## src/verilog/pmta_regs.svh

```systemverilog
/*
 Constants for the program memory table access unit: register selects,
 pointer field positions, the upper byte mask, reset values and the pointer step of one.
 Assumes inclusion by the package and the design files of this block.
*/
// Notes on behaviour
// - Eight-bit latch carries each table byte
// - Three byte registers form 22-bit pointer
// - Low 21 bits address 2 MB space
// - Top bit selects ID and configuration space
// - Auto increment/decrement touches low 21 bits only
// - Table read uses all pointer bits
// - Table write: bits 2..0 pick holding register
// - Long write: bits 21..3 pick 8-byte block
// - Erase: bits 21..6 pick 64-byte block
// - Four pointer updates: none, post+, post-, pre+
`ifndef PMTA_REGS_SVH
`define PMTA_REGS_SVH
`define PMTA_SEL_LATCH 2'h0
`define PMTA_SEL_PTRU  2'h1
`define PMTA_SEL_PTRH  2'h2
`define PMTA_SEL_PTRL  2'h3
`define PMTA_PTR_W     22
`define PMTA_LOW_W     21
`define PMTA_CFG_BIT   21
`define PMTA_HOLD_N    8
`define PMTA_UPPER_MASK 8'h3F
`define PMTA_RST_BYTE  8'h00
`define PMTA_RST_PTR   22'h00_0000
`define PMTA_ONE_LOW   21'h00_0001
`endif

```

## src/verilog/pmta_pkg.sv

```systemverilog
/*
 Types for the program memory table access unit.
 Assumes pmta_regs.svh sits on the include path.
*/
package pmta_pkg;
	`include "pmta_regs.svh"
	// Pointer update mode of one table instruction
	typedef enum logic [1:0] {
		PMTA_UPD_NONE,
		PMTA_UPD_POST_INC,
		PMTA_UPD_POST_DEC,
		PMTA_UPD_PRE_INC
	} pmta_upd_t;
	// Request from the core: one table instruction
	typedef struct packed {
		logic      rd;
		logic      wr;
		pmta_upd_t upd;
	} pmta_tbl_req_t;
	// Request towards the flash array
	typedef struct packed {
		logic        rd;
		logic        cfg_space;
		logic [20:0] byte_addr;
	} pmta_fl_rd_t;
	typedef struct packed {
		logic        go;
		logic        cfg_space;
		logic [18:0] block;
		logic [63:0] data;
	} pmta_fl_wr_t;
	typedef struct packed {
		logic        go;
		logic        cfg_space;
		logic [15:0] block;
	} pmta_fl_er_t;
endpackage

```

## src/verilog/pmta_ptr_step.sv

```systemverilog
/*
 Pointer step unit: applies one table pointer update.
 Assumes a pure combinational use by the table access unit.
*/
`timescale 1ns/100ps
`include "pmta_regs.svh"
module pmta_ptr_step
	import pmta_pkg::*;
(
	input  wire logic [21:0]         ptr,      // Current pointer
	input  wire pmta_pkg::pmta_upd_t upd,      // Requested update
	output logic [21:0]              acc_ptr,  // Pointer used for access
	output logic [21:0]              new_ptr   // Pointer after instruction
);
	// Step within low field only, top bit kept
	function automatic logic [21:0] step(input logic [21:0] p, input logic dn);
		logic [20:0] lo;
		lo = dn ? p[20:0] - `PMTA_ONE_LOW : p[20:0] + `PMTA_ONE_LOW;
		return {p[`PMTA_CFG_BIT], lo};
	endfunction

	// Select access and result pointers by mode
	always_comb
	begin
		acc_ptr = ptr;
		new_ptr = ptr;
		case (upd)
			PMTA_UPD_NONE:     new_ptr = ptr;
			PMTA_UPD_POST_INC: new_ptr = step(ptr, 1'b0);
			PMTA_UPD_POST_DEC: new_ptr = step(ptr, 1'b1);
			PMTA_UPD_PRE_INC:
			begin
				acc_ptr = step(ptr, 1'b0);
				new_ptr = acc_ptr;
			end
			default:           new_ptr = ptr;
		endcase
	end
endmodule

```

## src/verilog/pmta_table_access.sv

```systemverilog
/*
 Table access unit: pointer, latch and eight holding registers moving
 bytes between program flash and data RAM for table instructions.
 Assumes the core presents at most one table instruction or register
 access per cycle, and the flash answers a read with rd_valid later.
*/
`timescale 1ns/100ps
`include "pmta_regs.svh"
module pmta_table_access
	import pmta_pkg::*;
(
	input  wire logic                  sys_clk,     // 200 MHz core clock
	input  wire logic                  srst,        // Sync reset, high
	input  wire logic                  reg_wr,      // Register write strobe
	input  wire logic [1:0]            reg_sel,     // Register select
	input  wire logic [7:0]            reg_wdata,   // Register write data
	output logic [7:0]                 reg_rdata,   // Selected register
	input  wire pmta_pkg::pmta_tbl_req_t tbl_req,   // Table instruction
	output logic                       tbl_busy,    // Read in flight
	input  wire logic                  long_wr_go,  // Start long write
	input  wire logic                  erase_go,    // Start erase
	output pmta_pkg::pmta_fl_rd_t      fl_rd,       // Flash read request
	input  wire logic                  fl_rd_valid, // Flash read returns
	input  wire logic [7:0]            fl_rd_data,  // Flash read byte
	output pmta_pkg::pmta_fl_wr_t      fl_wr,       // Long write request
	output pmta_pkg::pmta_fl_er_t      fl_er        // Erase request
);
	logic [7:0]  table_data_latch;
	logic [7:0]  table_pointer_upper;
	logic [7:0]  table_pointer_high;
	logic [7:0]  table_pointer_low;
	logic [7:0]  hold [0:7];
	logic        busy;
	pmta_fl_rd_t rd_q;
	pmta_fl_wr_t wr_q;
	pmta_fl_er_t er_q;
	logic [7:0]  next_latch;
	logic [7:0]  next_upper;
	logic [7:0]  next_high;
	logic [7:0]  next_low;
	logic [7:0]  next_hold [0:7];
	logic        next_busy;
	pmta_fl_rd_t next_rd;
	pmta_fl_wr_t next_wr;
	pmta_fl_er_t next_er;
	logic [21:0] program_memory_pointer;
	logic [21:0] acc_ptr;
	logic [21:0] new_ptr;
	logic        take;
	logic [63:0] hold_flat;

	// Pointer joined from its three byte registers
	assign program_memory_pointer = {table_pointer_upper[5:0],
		table_pointer_high, table_pointer_low};

	// Table ops are ignored, not queued, while a read is in flight
	assign take = (tbl_req.rd | tbl_req.wr) & ~busy;

	pmta_ptr_step u_step (
		.ptr     (program_memory_pointer),
		.upd     (tbl_req.upd),
		.acc_ptr (acc_ptr),
		.new_ptr (new_ptr)
	);

	// Holding bytes packed for the long write, byte 0 low
	always_comb
	begin
		hold_flat = 64'h0000_0000_0000_0000;
		for (int i = 0; i < `PMTA_HOLD_N; i++)
			hold_flat[i*8 +: 8] = hold[i];
	end

	// Next state of registers and flash requests
	always_comb
	begin
		next_latch = table_data_latch;
		next_upper = table_pointer_upper;
		next_high  = table_pointer_high;
		next_low   = table_pointer_low;
		for (int i = 0; i < `PMTA_HOLD_N; i++)
			next_hold[i] = hold[i];
		next_busy = busy;
		next_rd   = '0;
		next_wr   = '0;
		next_er   = '0;
		if (reg_wr)
		begin
			case (reg_sel)
				`PMTA_SEL_LATCH: next_latch = reg_wdata;
				`PMTA_SEL_PTRU:  next_upper = reg_wdata & `PMTA_UPPER_MASK;
				`PMTA_SEL_PTRH:  next_high  = reg_wdata;
				`PMTA_SEL_PTRL:  next_low   = reg_wdata;
				default:         next_latch = table_data_latch;
			endcase
		end
		if (take)
		begin
			next_upper = {2'b00, new_ptr[21:16]};
			next_high  = new_ptr[15:8];
			next_low   = new_ptr[7:0];
			if (tbl_req.rd)
			begin
				next_rd.rd        = 1'b1;
				next_rd.cfg_space = acc_ptr[`PMTA_CFG_BIT];
				next_rd.byte_addr = acc_ptr[20:0];
				next_busy         = 1'b1;
			end
			else
				next_hold[acc_ptr[2:0]] = table_data_latch;
		end
		if (busy & fl_rd_valid)
		begin
			next_latch = fl_rd_data;
			next_busy  = 1'b0;
		end
		if (long_wr_go)
		begin
			next_wr.go        = 1'b1;
			next_wr.cfg_space = program_memory_pointer[`PMTA_CFG_BIT];
			next_wr.block     = program_memory_pointer[21:3];
			next_wr.data      = hold_flat;
		end
		if (erase_go)
		begin
			next_er.go        = 1'b1;
			next_er.cfg_space = program_memory_pointer[`PMTA_CFG_BIT];
			next_er.block     = program_memory_pointer[21:6];
		end
	end

	// Register stage; holding bytes survive until overwritten
	always_ff @(posedge sys_clk)
	begin
		if (srst)
		begin
			table_data_latch    <= `PMTA_RST_BYTE;
			table_pointer_upper <= `PMTA_RST_BYTE;
			table_pointer_high  <= `PMTA_RST_BYTE;
			table_pointer_low   <= `PMTA_RST_BYTE;
			for (int i = 0; i < `PMTA_HOLD_N; i++)
				hold[i] <= `PMTA_RST_BYTE;
			busy <= 1'b0;
			rd_q <= '0;
			wr_q <= '0;
			er_q <= '0;
		end
		else
		begin
			table_data_latch    <= next_latch;
			table_pointer_upper <= next_upper;
			table_pointer_high  <= next_high;
			table_pointer_low   <= next_low;
			for (int i = 0; i < `PMTA_HOLD_N; i++)
				hold[i] <= next_hold[i];
			busy <= next_busy;
			rd_q <= next_rd;
			wr_q <= next_wr;
			er_q <= next_er;
		end
	end

	// Read-back register, registered so outputs come from flops
	logic [7:0] next_rdata;
	always_comb
	begin
		case (reg_sel)
			`PMTA_SEL_LATCH: next_rdata = next_latch;
			`PMTA_SEL_PTRU:  next_rdata = next_upper;
			`PMTA_SEL_PTRH:  next_rdata = next_high;
			`PMTA_SEL_PTRL:  next_rdata = next_low;
			default:         next_rdata = next_latch;
		endcase
	end
	always_ff @(posedge sys_clk)
	begin
		if (srst)
			reg_rdata <= `PMTA_RST_BYTE;
		else
			reg_rdata <= next_rdata;
	end

	assign tbl_busy = busy;
	assign fl_rd    = rd_q;
	assign fl_wr    = wr_q;
	assign fl_er    = er_q;
endmodule
```

## config.mk

```make
export PLATFORM = sky130hd
export DESIGN_NAME = pmta_table_access
export DESIGN_NICKNAME = d
export VERILOG_FILES = /design/src/verilog/pmta_pkg.sv /design/src/verilog/pmta_ptr_step.sv /design/src/verilog/pmta_table_access.sv
export VERILOG_INCLUDE_DIRS = /design/src /design/src/verilog
export SDC_FILE = /design/constraint.sdc
export NUM_CORES = 1
export LEC_CHECK = 0
export BUFFER_PORTS_ARGS = -buffer_cell sky130_fd_sc_hd__buf_2
export CAP_MARGIN = 20
export CORE_AREA = 2 2 153 155
export DETAILED_ROUTE_END_ITERATION = 8
export DIE_AREA = 0 0 155 157
export PLACE_DENSITY_LB_ADDON = 0.08
export SYNTH_ARGS = -nofsm -noshare
export SYNTH_HDL_FRONTEND = slang
export SYNTH_SLANG_ARGS = --single-unit
```

## constraint.sdc

```tcl
create_clock -name sys_clk -period 2.8 [get_ports sys_clk]
set_input_delay 0.14 -clock sys_clk [delete_from_list [all_inputs] [get_ports sys_clk]]
set_output_delay 0.14 -clock sys_clk [all_outputs]
set_load 0.02 [all_outputs]
```

Word-level counts from Yosys, hierarchy flattened

Memory sizes are Yosys's and may differ from the RTL's.
Cells that the tools add are included.

Flip-flop bits (word level): 167
RAM bits: 64
Input port bits: 28
Output and inout port bits: 135
Word-level logic and storage cells: 88
Memories: 1

Memories:

| memory | words | bits a word | rd ports | clocked after memory_dff | write ports | line                    | RTL |
|---|---|---|---|---|---|---|---|
| hold   | 8     | 8           | 8        | 0                        | 8           | pmta_table_access.sv:32 | `logic [7:0] hold [0:7];` |

Add/sub/neg operators: 2
Magnitude comparators: 2
Equality and inequality tests: 6
Muxes and demuxes: 34
Bitwise logic cells: 17
Reduce and logical (&&, ||, !) cells: 10

Operator list:

| operator              | number |
|---|---|
| $mux 8                | 21 |
| $mux 64               | 2 |
| $mux 85               | 1 |
| $pmux 22 s3           | 1 |
| $bwmux 64             | 1 |
| $pmux 8 s4            | 1 |
| $demux 8 s3           | 1 |
| $mux 23               | 1 |
| $add 21x1->21 const B | 1 |
| $mux 21               | 1 |
| $sub 21x1->21 const B | 1 |
| $mux 18               | 1 |
| $reduce_or 2->1       | 5 |
| $or 1x1->1            | 9 |
| $eq 2x2->1 const B    | 4 |
| $not 1->1             | 5 |
| $eq 2x1->1 const B    | 2 |
| $ge 4x4->1 const B    | 1 |
| $logic_not 2->1       | 2 |
| $lt 4x1->1 const B    | 1 |
| $not 3->4             | 1 |
| $mux 1                | 3 |
| $reduce_or 3->1       | 1 |
| $and 1x1->1           | 2 |
| other kinds (2)       | 2 |

Depth between registers and ports, before layout

Gate-level depths: netlist of run 1.

Word-level depth: 11
Depth in mapped cells: 9
Mapped depth without buffers: 8

By module

Synthesis of run 1 repeated with hierarchy kept, for this count alone.

Cell total of the unflattened synthesis: 998
Area total of the unflattened synthesis: 9126.3 sq um

Modules (own cells, without submodules):

| module            | instances | cells an instance | area each (sq um) | sequential area each (sq um) |
|---|---|---|---|---|
| pmta_table_access | 1         | 828               | 8046.5            | 4584.4 |
| pmta_ptr_step     | 1         | 170               | 1079.8            | 0.0 |

Worst setup path after synthesis of run 1

OpenSTA, ideal clock, no wires.

Path type: reg2reg
From: register table_pointer_low[1]
To: memory hold[3][7] (netlist: hold[0][31])
Setup time: 0.128 ns
Arrival: 1.988 ns
Data required time: 2.672 ns
Path slack: 0.685 ns
Stages on the path, launching flop included: 9
Buffers on the path: 1
Period minus slack after synthesis: 2.115 ns
Cells stage by stage: dfxtp_1 clkbuf_1 inv_1 ha_1 mux2_2 nand2_1 nor3_2 mux2i_1 nor2_1

RTL lines:

| element                  | line                     | RTL |
|---|---|---|
| start: declaration       | pmta_table_access.sv:31  | `logic [7:0] table_pointer_low;` |
| start signal: assignment | pmta_table_access.sv:140 | `` table_pointer_low <= `PMTA_RST_BYTE; `` |
| start signal: assignment | pmta_table_access.sv:153 | `table_pointer_low <= next_low;` |
| end: declaration         | pmta_table_access.sv:32  |  |

==> results.sh, run 1 <==
export IMPL_status="complete, no violations"
export IMPL_dieHeight_um=157
export IMPL_drv_slew=0
export IMPL_synth_largest_area_cell="dfxtp_1"
export IMPL_synth_edf_count=0
export IMPL_core_rowCount=55
export IMPL_cts_path_max_buffers=3
export IMPL_hp_start="reg_sel[0]"
export IMPL_viasPerCell=4.97
export IMPL_antenna_found_initial=0
export IMPL_vias=6983
export IMPL_firstDrtPassIters=5
export IMPL_synth_top_family_by_area="simple AND/OR/NAND/NOR gates"
export IMPL_worst_pin_slew_ns=0.774
export IMPL_drt_initial_drc_count=471
export IMPL_r2r_end="hold[0][11]"
export IMPL_max_freq_mhz=414
export IMPL_worstSetupPathType="reg2reg"
export IMPL_cts_tree="yes"
export IMPL_seqCellArea_um2=4580
export IMPL_grt_overflow=0
export IMPL_wire_per_inst_um=17.2
export IMPL_synth_fp_nets=963
export IMPL_avgSynthCellArea_um2=9.59
export IMPL_port_buffers=162
export IMPL_critPathMaxFanout=11
export IMPL_hold_depth=3
export IMPL_synth_simple_area_share_pct=23.1
export IMPL_async_flop_share_pct=0
export IMPL_clock_latency_ns=0.53
export IMPL_clock_skew_final_ns=0.0167
export IMPL_area_growth_pct=24.3
export IMPL_post_cts_setup_buffers=0
export IMPL_dp_hpwl_um=16600
export IMPL_rsz0062_at_grt="no"
export IMPL_fin_nets=1132
export IMPL_worstRegToRegCells=7
export IMPL_multiInputGateArea_um2=4010
export IMPL_p_leak_nw=4.87
export IMPL_critPathRequiredTime_ns=3.17
export IMPL_synth_xor_area_share_pct=2.35
export IMPL_max_cap_viol_count=0
export IMPL_postSynthCellCount=933
export IMPL_worst_setup_path_end_kind="register"
export IMPL_path_clk_slew_ns=0.06
export IMPL_ant_nets=0
export IMPL_critical_path_arrival_ns=2.79
export IMPL_reg2reg_slack_ns=0.39
export IMPL_wl_um=24200
export IMPL_grt_pass1_vias=6539
export IMPL_crit_path_start_kind="register"
export IMPL_fin_crit_sh_pct=86.2
export IMPL_drive_gt1_share_pct=23.9
export IMPL_die_area_um2=24300
export IMPL_initial_utilization_pct=39.8
export IMPL_synth_mux_area_share_pct=10.6
export IMPL_ir_drop_mv=0.345
export IMPL_cts_buffers=25
export IMPL_whs_endpoint="reg_rdata[6]"
export IMPL_yosysWarnings=0
export IMPL_n_fill_cell=2156
export IMPL_setup_viol=0
export IMPL_syn_area_um2=8950
export IMPL_gp_congestion=0.936
export IMPL_synthTopCellsByArea="dfxtp_1 51%, mux2i_1 9.5%, and2_1 7.5%"
export IMPL_synth_ff_type="dfxtp_1"
export IMPL_grt_max_degree=65
export IMPL_ys_ff_latch=229
export IMPL_core_area_um2=22500
export IMPL_cts_hold_buffers=17
export IMPL_timing_rr_start="table_pointer_low[0]"
export IMPL_power_density_nw_per_um2=686
export IMPL_relSlewSlack_pct=48.4
export IMPL_grt_pass1_wl_um=37400
export IMPL_hold_viol=0
export IMPL_clock_sinks=229
export IMPL_post_dp_cell_area_um2=10100
export IMPL_die_w_um=155
export IMPL_yosysSeqAreaShare_pct=51.2
export IMPL_drc=0
export IMPL_min_path_type="in2reg"
export IMPL_yosysUniqueCellTypes=69
export IMPL_grt_usage_pct=19.5
export IMPL_synth_compound_area_share_pct=8.25
export IMPL_ctsResizeCount=0
export IMPL_io_pin_count=163
export IMPL_synthAdderAreaFrac_pct=0.280
export IMPL_htree_levels=1
export IMPL_crit_path_start="table_pointer_low[0]"
export IMPL_synth_top_area_share_pct=51.2
export IMPL_min_period_ns=2.41
export IMPL_fin_setup_tns_ns=0
export IMPL_clockRootBuffer="clkbuf_16"
export IMPL_fin_area_um2=11100
-- metal layers --
metal  vias to the layer above  GRT usage [%]  routed length, um
met1                      3231           29.0              12000
met3                        31           3.83               1680
met5                         -              0                  0
met4                         0           4.81                419
met2                       229           28.8              10100
li1                       3492              -                  -
-- synthesized netlist by cell type, drive strengths merged (7+ instances only) --
library cell and count:
a21oi 25, a221o 7, a22oi 7, and2 110, buf 23, clkbuf 54, dfxtp 229, mux2 9
mux2i 85, nand2 41, nand2b 7, nand3 25, nand4 9, nor2 148, nor3 20, nor4 7
o21ai 20, xnor2 12, xor2 12
-- cell type report --
| cell class | count | area share, % |
|---|---|---|
| antenna | 1 | 0.0225 |
| clock buffer | 37 | 6.39 |
| clock inverter | 6 | 1.31 |
| inverter | 5 | 0.169 |
| multi-input combinational | 622 | 36.0 |
| sequential | 229 | 41.2 |
| tap | 285 | 3.21 |
| timing repair buffer | 219 | 11.7 |
-- worst max-delay path: stages (launching register included) --
cell     delay (ns)
dfxtp_1        0.54
inv_1          0.13
ha_1           0.36
mux2_2         0.31
nor2_1         0.16
nand3_1        0.43
mux2i_1        0.28
nor2_1         0.05
-- where the power goes --
part           switching (mW)  leakage (nW)  internal [mW]
Combinational           0.483          2.60          0.302
Clock                    1.27         0.417           2.12
Sequential              0.109          1.85           3.34
Total                    1.86          4.87           5.76
-- per-stage QoR --
step                hold WS [ns]  std cells  worst slack, ns  total power, mW  utilization, %
floorplan                  0.276        933            0.685             4.03               -
detailed placement         0.425       1343            0.435             4.27            44.8
global route              0.0440       1403            0.166             7.94            49.4
global placement           0.419       1343            0.461             4.27            44.8
CTS                       0.0236       1403            0.404             7.72            49.4
finish                    0.0464       1404            0.386             7.63            49.4
-- cells by family (layout without fill, tap and decap cells) --
kind of cell / Yosys count / count (layout)
compound gates: 102 / 102
xor+xnor: 24 / 24
fa+ha+maj: 2 / 2
buf+inv: 82 / 267
flops: 229 / 229
mux: 94 / 94
other cells: 0 / 1
simple gates: 400 / 400
-- registers in the layout (all words and copies together), names as in the netlist --
name,cells
fl_er,17
fl_rd,23
fl_wr,84
hold,64
reg_rdata,8
table_data_latch,8
table_pointer_high,8
table_pointer_low,8
table_pointer_upper,8
tbl_busy,1
-- cell usage in the layout, fill, tap and decap left out, types with 16 or more instances in the layout --
cell / count
mux2i_1: 85
nand2_1: 41
clkbuf_16: 25
nor2_1: 145
nand3_1: 25
a21oi_1: 25
dfxtp_1: 229
buf_4: 40
buf_2: 161
nor3_1: 16
dlygate4sd3_1: 17
and2_1: 107
o21ai_0: 18
-- how the worst max path moves through the flow --
stage	endpoint	slack, ns	cells after the start
6_report	hold[0][11]	0.39	7
2_1_floorplan	hold[0][31]	0.68	8
3_3_place_gp	hold[0][11]	0.46	7
3_5_place_dp	hold[0][11]	0.43	7
5_1_grt	reg_rdata[6]	0.17	8
4_1_cts	hold[0][11]	0.40	7
(Power assumes the default switching activity.)
==> run 2: changes to the inputs <==
--- a/config.mk
+++ b/config.mk
@@ -8,9 +8,10 @@
 export LEC_CHECK = 0
 export BUFFER_PORTS_ARGS = -buffer_cell sky130_fd_sc_hd__buf_2
 export CAP_MARGIN = 20
-export CORE_AREA = 2 2 153 155
+export CORE_AREA = 2 2 163 165
 export DETAILED_ROUTE_END_ITERATION = 8
-export DIE_AREA = 0 0 155 157
+export DIE_AREA = 0 0 165 167
+export MAX_ROUTING_LAYER = met4
 export PLACE_DENSITY_LB_ADDON = 0.08
 export SYNTH_ARGS = -nofsm -noshare
 export SYNTH_HDL_FRONTEND = slang
==> run 2 against run 1 <==
Clock power fell by 5%. Non-clock buffer count is 5 lower. Critical path depth is the same. Wire length up 4.6%. Via count grew 0.14%. Largest cell class unchanged. Hold slack got worse by 0.011 ns. Combinational power is 2% higher. First-iteration DRC count grew 10%. Clock skew is 0.0028 ns higher. Count of clock-buffer cells in the layout is 9 lower. Sequential share of layout area up 0.12 points. Core utilization shrank 6.4 points.
==> results.sh, run 2 (synthesized netlist as in run 1, its figures left out) <==
export IMPL_grt_max_degree=44
export IMPL_worstSetupPathType="reg2reg"
export IMPL_fin_nets=1127
export IMPL_clock_skew_final_ns=0.0195
export IMPL_initial_utilization_pct=34.7
export IMPL_crit_path_start="table_pointer_low[0]"
export IMPL_die_area_um2=27600
export IMPL_post_cts_setup_buffers=0
export IMPL_critPathRequiredTime_ns=3.22
export IMPL_cts_buffers=25
export IMPL_area_growth_pct=23.9
export IMPL_relSlewSlack_pct=45.2
export IMPL_drv_slew=0
export IMPL_wire_per_inst_um=17.5
export IMPL_layout_common_cells="229 x dfxtp_1, 161 x buf_2, 145 x nor2_1"
export IMPL_ir_drop_mv=0.364
export IMPL_antenna_found_initial=0
export IMPL_cts_path_max_buffers=3
export IMPL_r2r_end="hold[0][8]"
export IMPL_switching_power_mw=1.94
export IMPL_drc=0
export IMPL_critical_path_cell_chain="inv_1 -> ha_1 -> mux2_2 -> nor2_1 -> nand3_1 -> mux2i_1 -> nor2_1"
export IMPL_crit_path_start_kind="register"
export IMPL_fin_area_um2=11100
export IMPL_path_clk_slew_ns=0.06
export IMPL_io_pin_count=163
export IMPL_clockRootBuffer="clkbuf_16"
export IMPL_multiInputGateArea_um2=4010
export IMPL_viasPerCell=4.83
export IMPL_worstRegToRegCells=7
export IMPL_firstDrtPassIters=6
export IMPL_ant_nets=0
export IMPL_critPathMaxFanout=11
export IMPL_slowest_delay_ns=0.52
export IMPL_seqCellArea_um2=4580
export IMPL_min_period_ns=2.41
export IMPL_hp_start="reg_wdata[6]"
export IMPL_grt_pass1_vias=6677
export IMPL_hold_viol=0
export IMPL_worst_pin_slew_ns=0.821
export IMPL_clock_sinks=229
export IMPL_grt_pass1_wl_um=39500
export IMPL_p_leak_nw=4.83
export IMPL_max_cap_viol_count=0
export IMPL_n_fill_cell=2574
export IMPL_final_common_cell="dfxtp_1"
export IMPL_p_int_mw=5.54
export IMPL_power_total_mw=7.48
export IMPL_largest_reg_flops=84
export IMPL_core_rowCount=59
export IMPL_clock_latency_ns=0.54
export IMPL_vias=6993
export IMPL_timing_rr_start="table_pointer_low[0]"
export IMPL_crit_buf_inv=1
export IMPL_max_freq_mhz=416
export IMPL_die_w_um=165
export IMPL_dieHeight_um=167
export IMPL_core_area_um2=25800
export IMPL_htree_levels=1
export IMPL_power_density_nw_per_um2=675
export IMPL_pwr_share_comb_pct=10.7
export IMPL_rsz0062_at_grt="no"
export IMPL_grt_overflow=0
export IMPL_power_frac_clock_pct=43.3
export IMPL_drive_gt1_share_pct=24.5
export IMPL_dp_cells=1391
export IMPL_final_cells=1448
export IMPL_min_path_type="in2reg"
export IMPL_dp_hpwl_um=17800
export IMPL_antenna_cells=0
export IMPL_fin_crit_sh_pct=85.9
export IMPL_drt_initial_drc_count=518
export IMPL_status="complete, no violations"
export IMPL_ctsResizeCount=0
export IMPL_endpoint="hold[0][8]"
export IMPL_critical_path_arrival_ns=2.82
export IMPL_setup_viol=0
export IMPL_timing_critical_path_mode_cell="nor2_1"
export IMPL_cts_tree="yes"
export IMPL_gp_congestion=0.904
export IMPL_grt_usage_pct=18.9
export IMPL_crit_family="simple AND/OR/NAND/NOR gates"
export IMPL_hold_depth=3
export IMPL_wl_um=25300
export IMPL_port_buffers=162
export IMPL_fin_setup_tns_ns=0
export IMPL_reg2reg_slack_ns=0.39
export IMPL_pwr_share_seq_pct=46.0
export IMPL_post_dp_cell_area_um2=10100
export IMPL_worst_setup_path_end_kind="register"
export IMPL_cp_num_cells=7
export IMPL_slowest_stage="dfxtp_1"
export IMPL_p_sw_share_pct=26.0
-- run 2: worst register-to-register path: cells and delay by family, from the launching register on --
| kind | cells | cell delay (ns) |
|---|---|---|
| AND/OR/NAND/NOR | 3 | 0.65 |
| multiplexers | 2 | 0.62 |
| buffers and inverters | 1 | 0.13 |
| adder cells (fa/ha/maj) | 1 | 0.36 |
| flip-flops | 1 | 0.52 |
-- run 2: layer usage --
layer	GRT usage [%]	vias to the layer above	share of wire [%]
li1	-	3478	-
met1	28.0	3234	50
met2	26.8	239	42
met3	2.91	42	5.9
met4	4.23	0	1.7
met5	-	-	0
-- run 2: worst min path at each step --
stage                            endpoint  slack (ns)
CTS                  table_pointer_low[4]       0.003
floorplan           table_pointer_high[1]        0.28
global route         table_pointer_low[6]        0.03
global placement                 tbl_busy        0.42
detailed placement               tbl_busy        0.43
finish               table_pointer_low[6]        0.04
-- run 2: timing repair --
item / 4_1_cts / 5_1_grt
endpoints found under the setup margin: 0 / 0
endpoints found under the hold margin: 14 / 0
hold buffers: 14 / 0
-- run 2: power by group through the flow --
stage	Combinational, mW	Sequential [mW]	Clock [mW]
2_1_floorplan	0.543	3.48	0
3_3_place_gp	0.777	3.51	0
3_5_place_dp	0.775	3.51	0
4_1_cts	0.793	3.44	3.35
5_1_grt	0.878	3.45	3.47
6_report	0.798	3.44	3.24
-- run 2: final cells by class --
type / instances / share of cell area, %
clock buffers: 28 / 6.01
clock inverters: 15 / 1.39
inverters: 5 / 0.169
multi-input cells: 622 / 36.1
flip-flops and latches: 229 / 41.3
well taps: 335 / 3.78
repair buffers: 214 / 11.2
-- run 2: per-stage QoR --
step	hold WS [ns]	util, %	worst slack (ns)
floorplan	0.276	-	0.685
global placement	0.418	39.3	0.353
detailed placement	0.431	39.3	0.392
CTS	0.00330	43.0	0.346
global route	0.0341	43.0	0.116
finish	0.0358	43.0	0.395
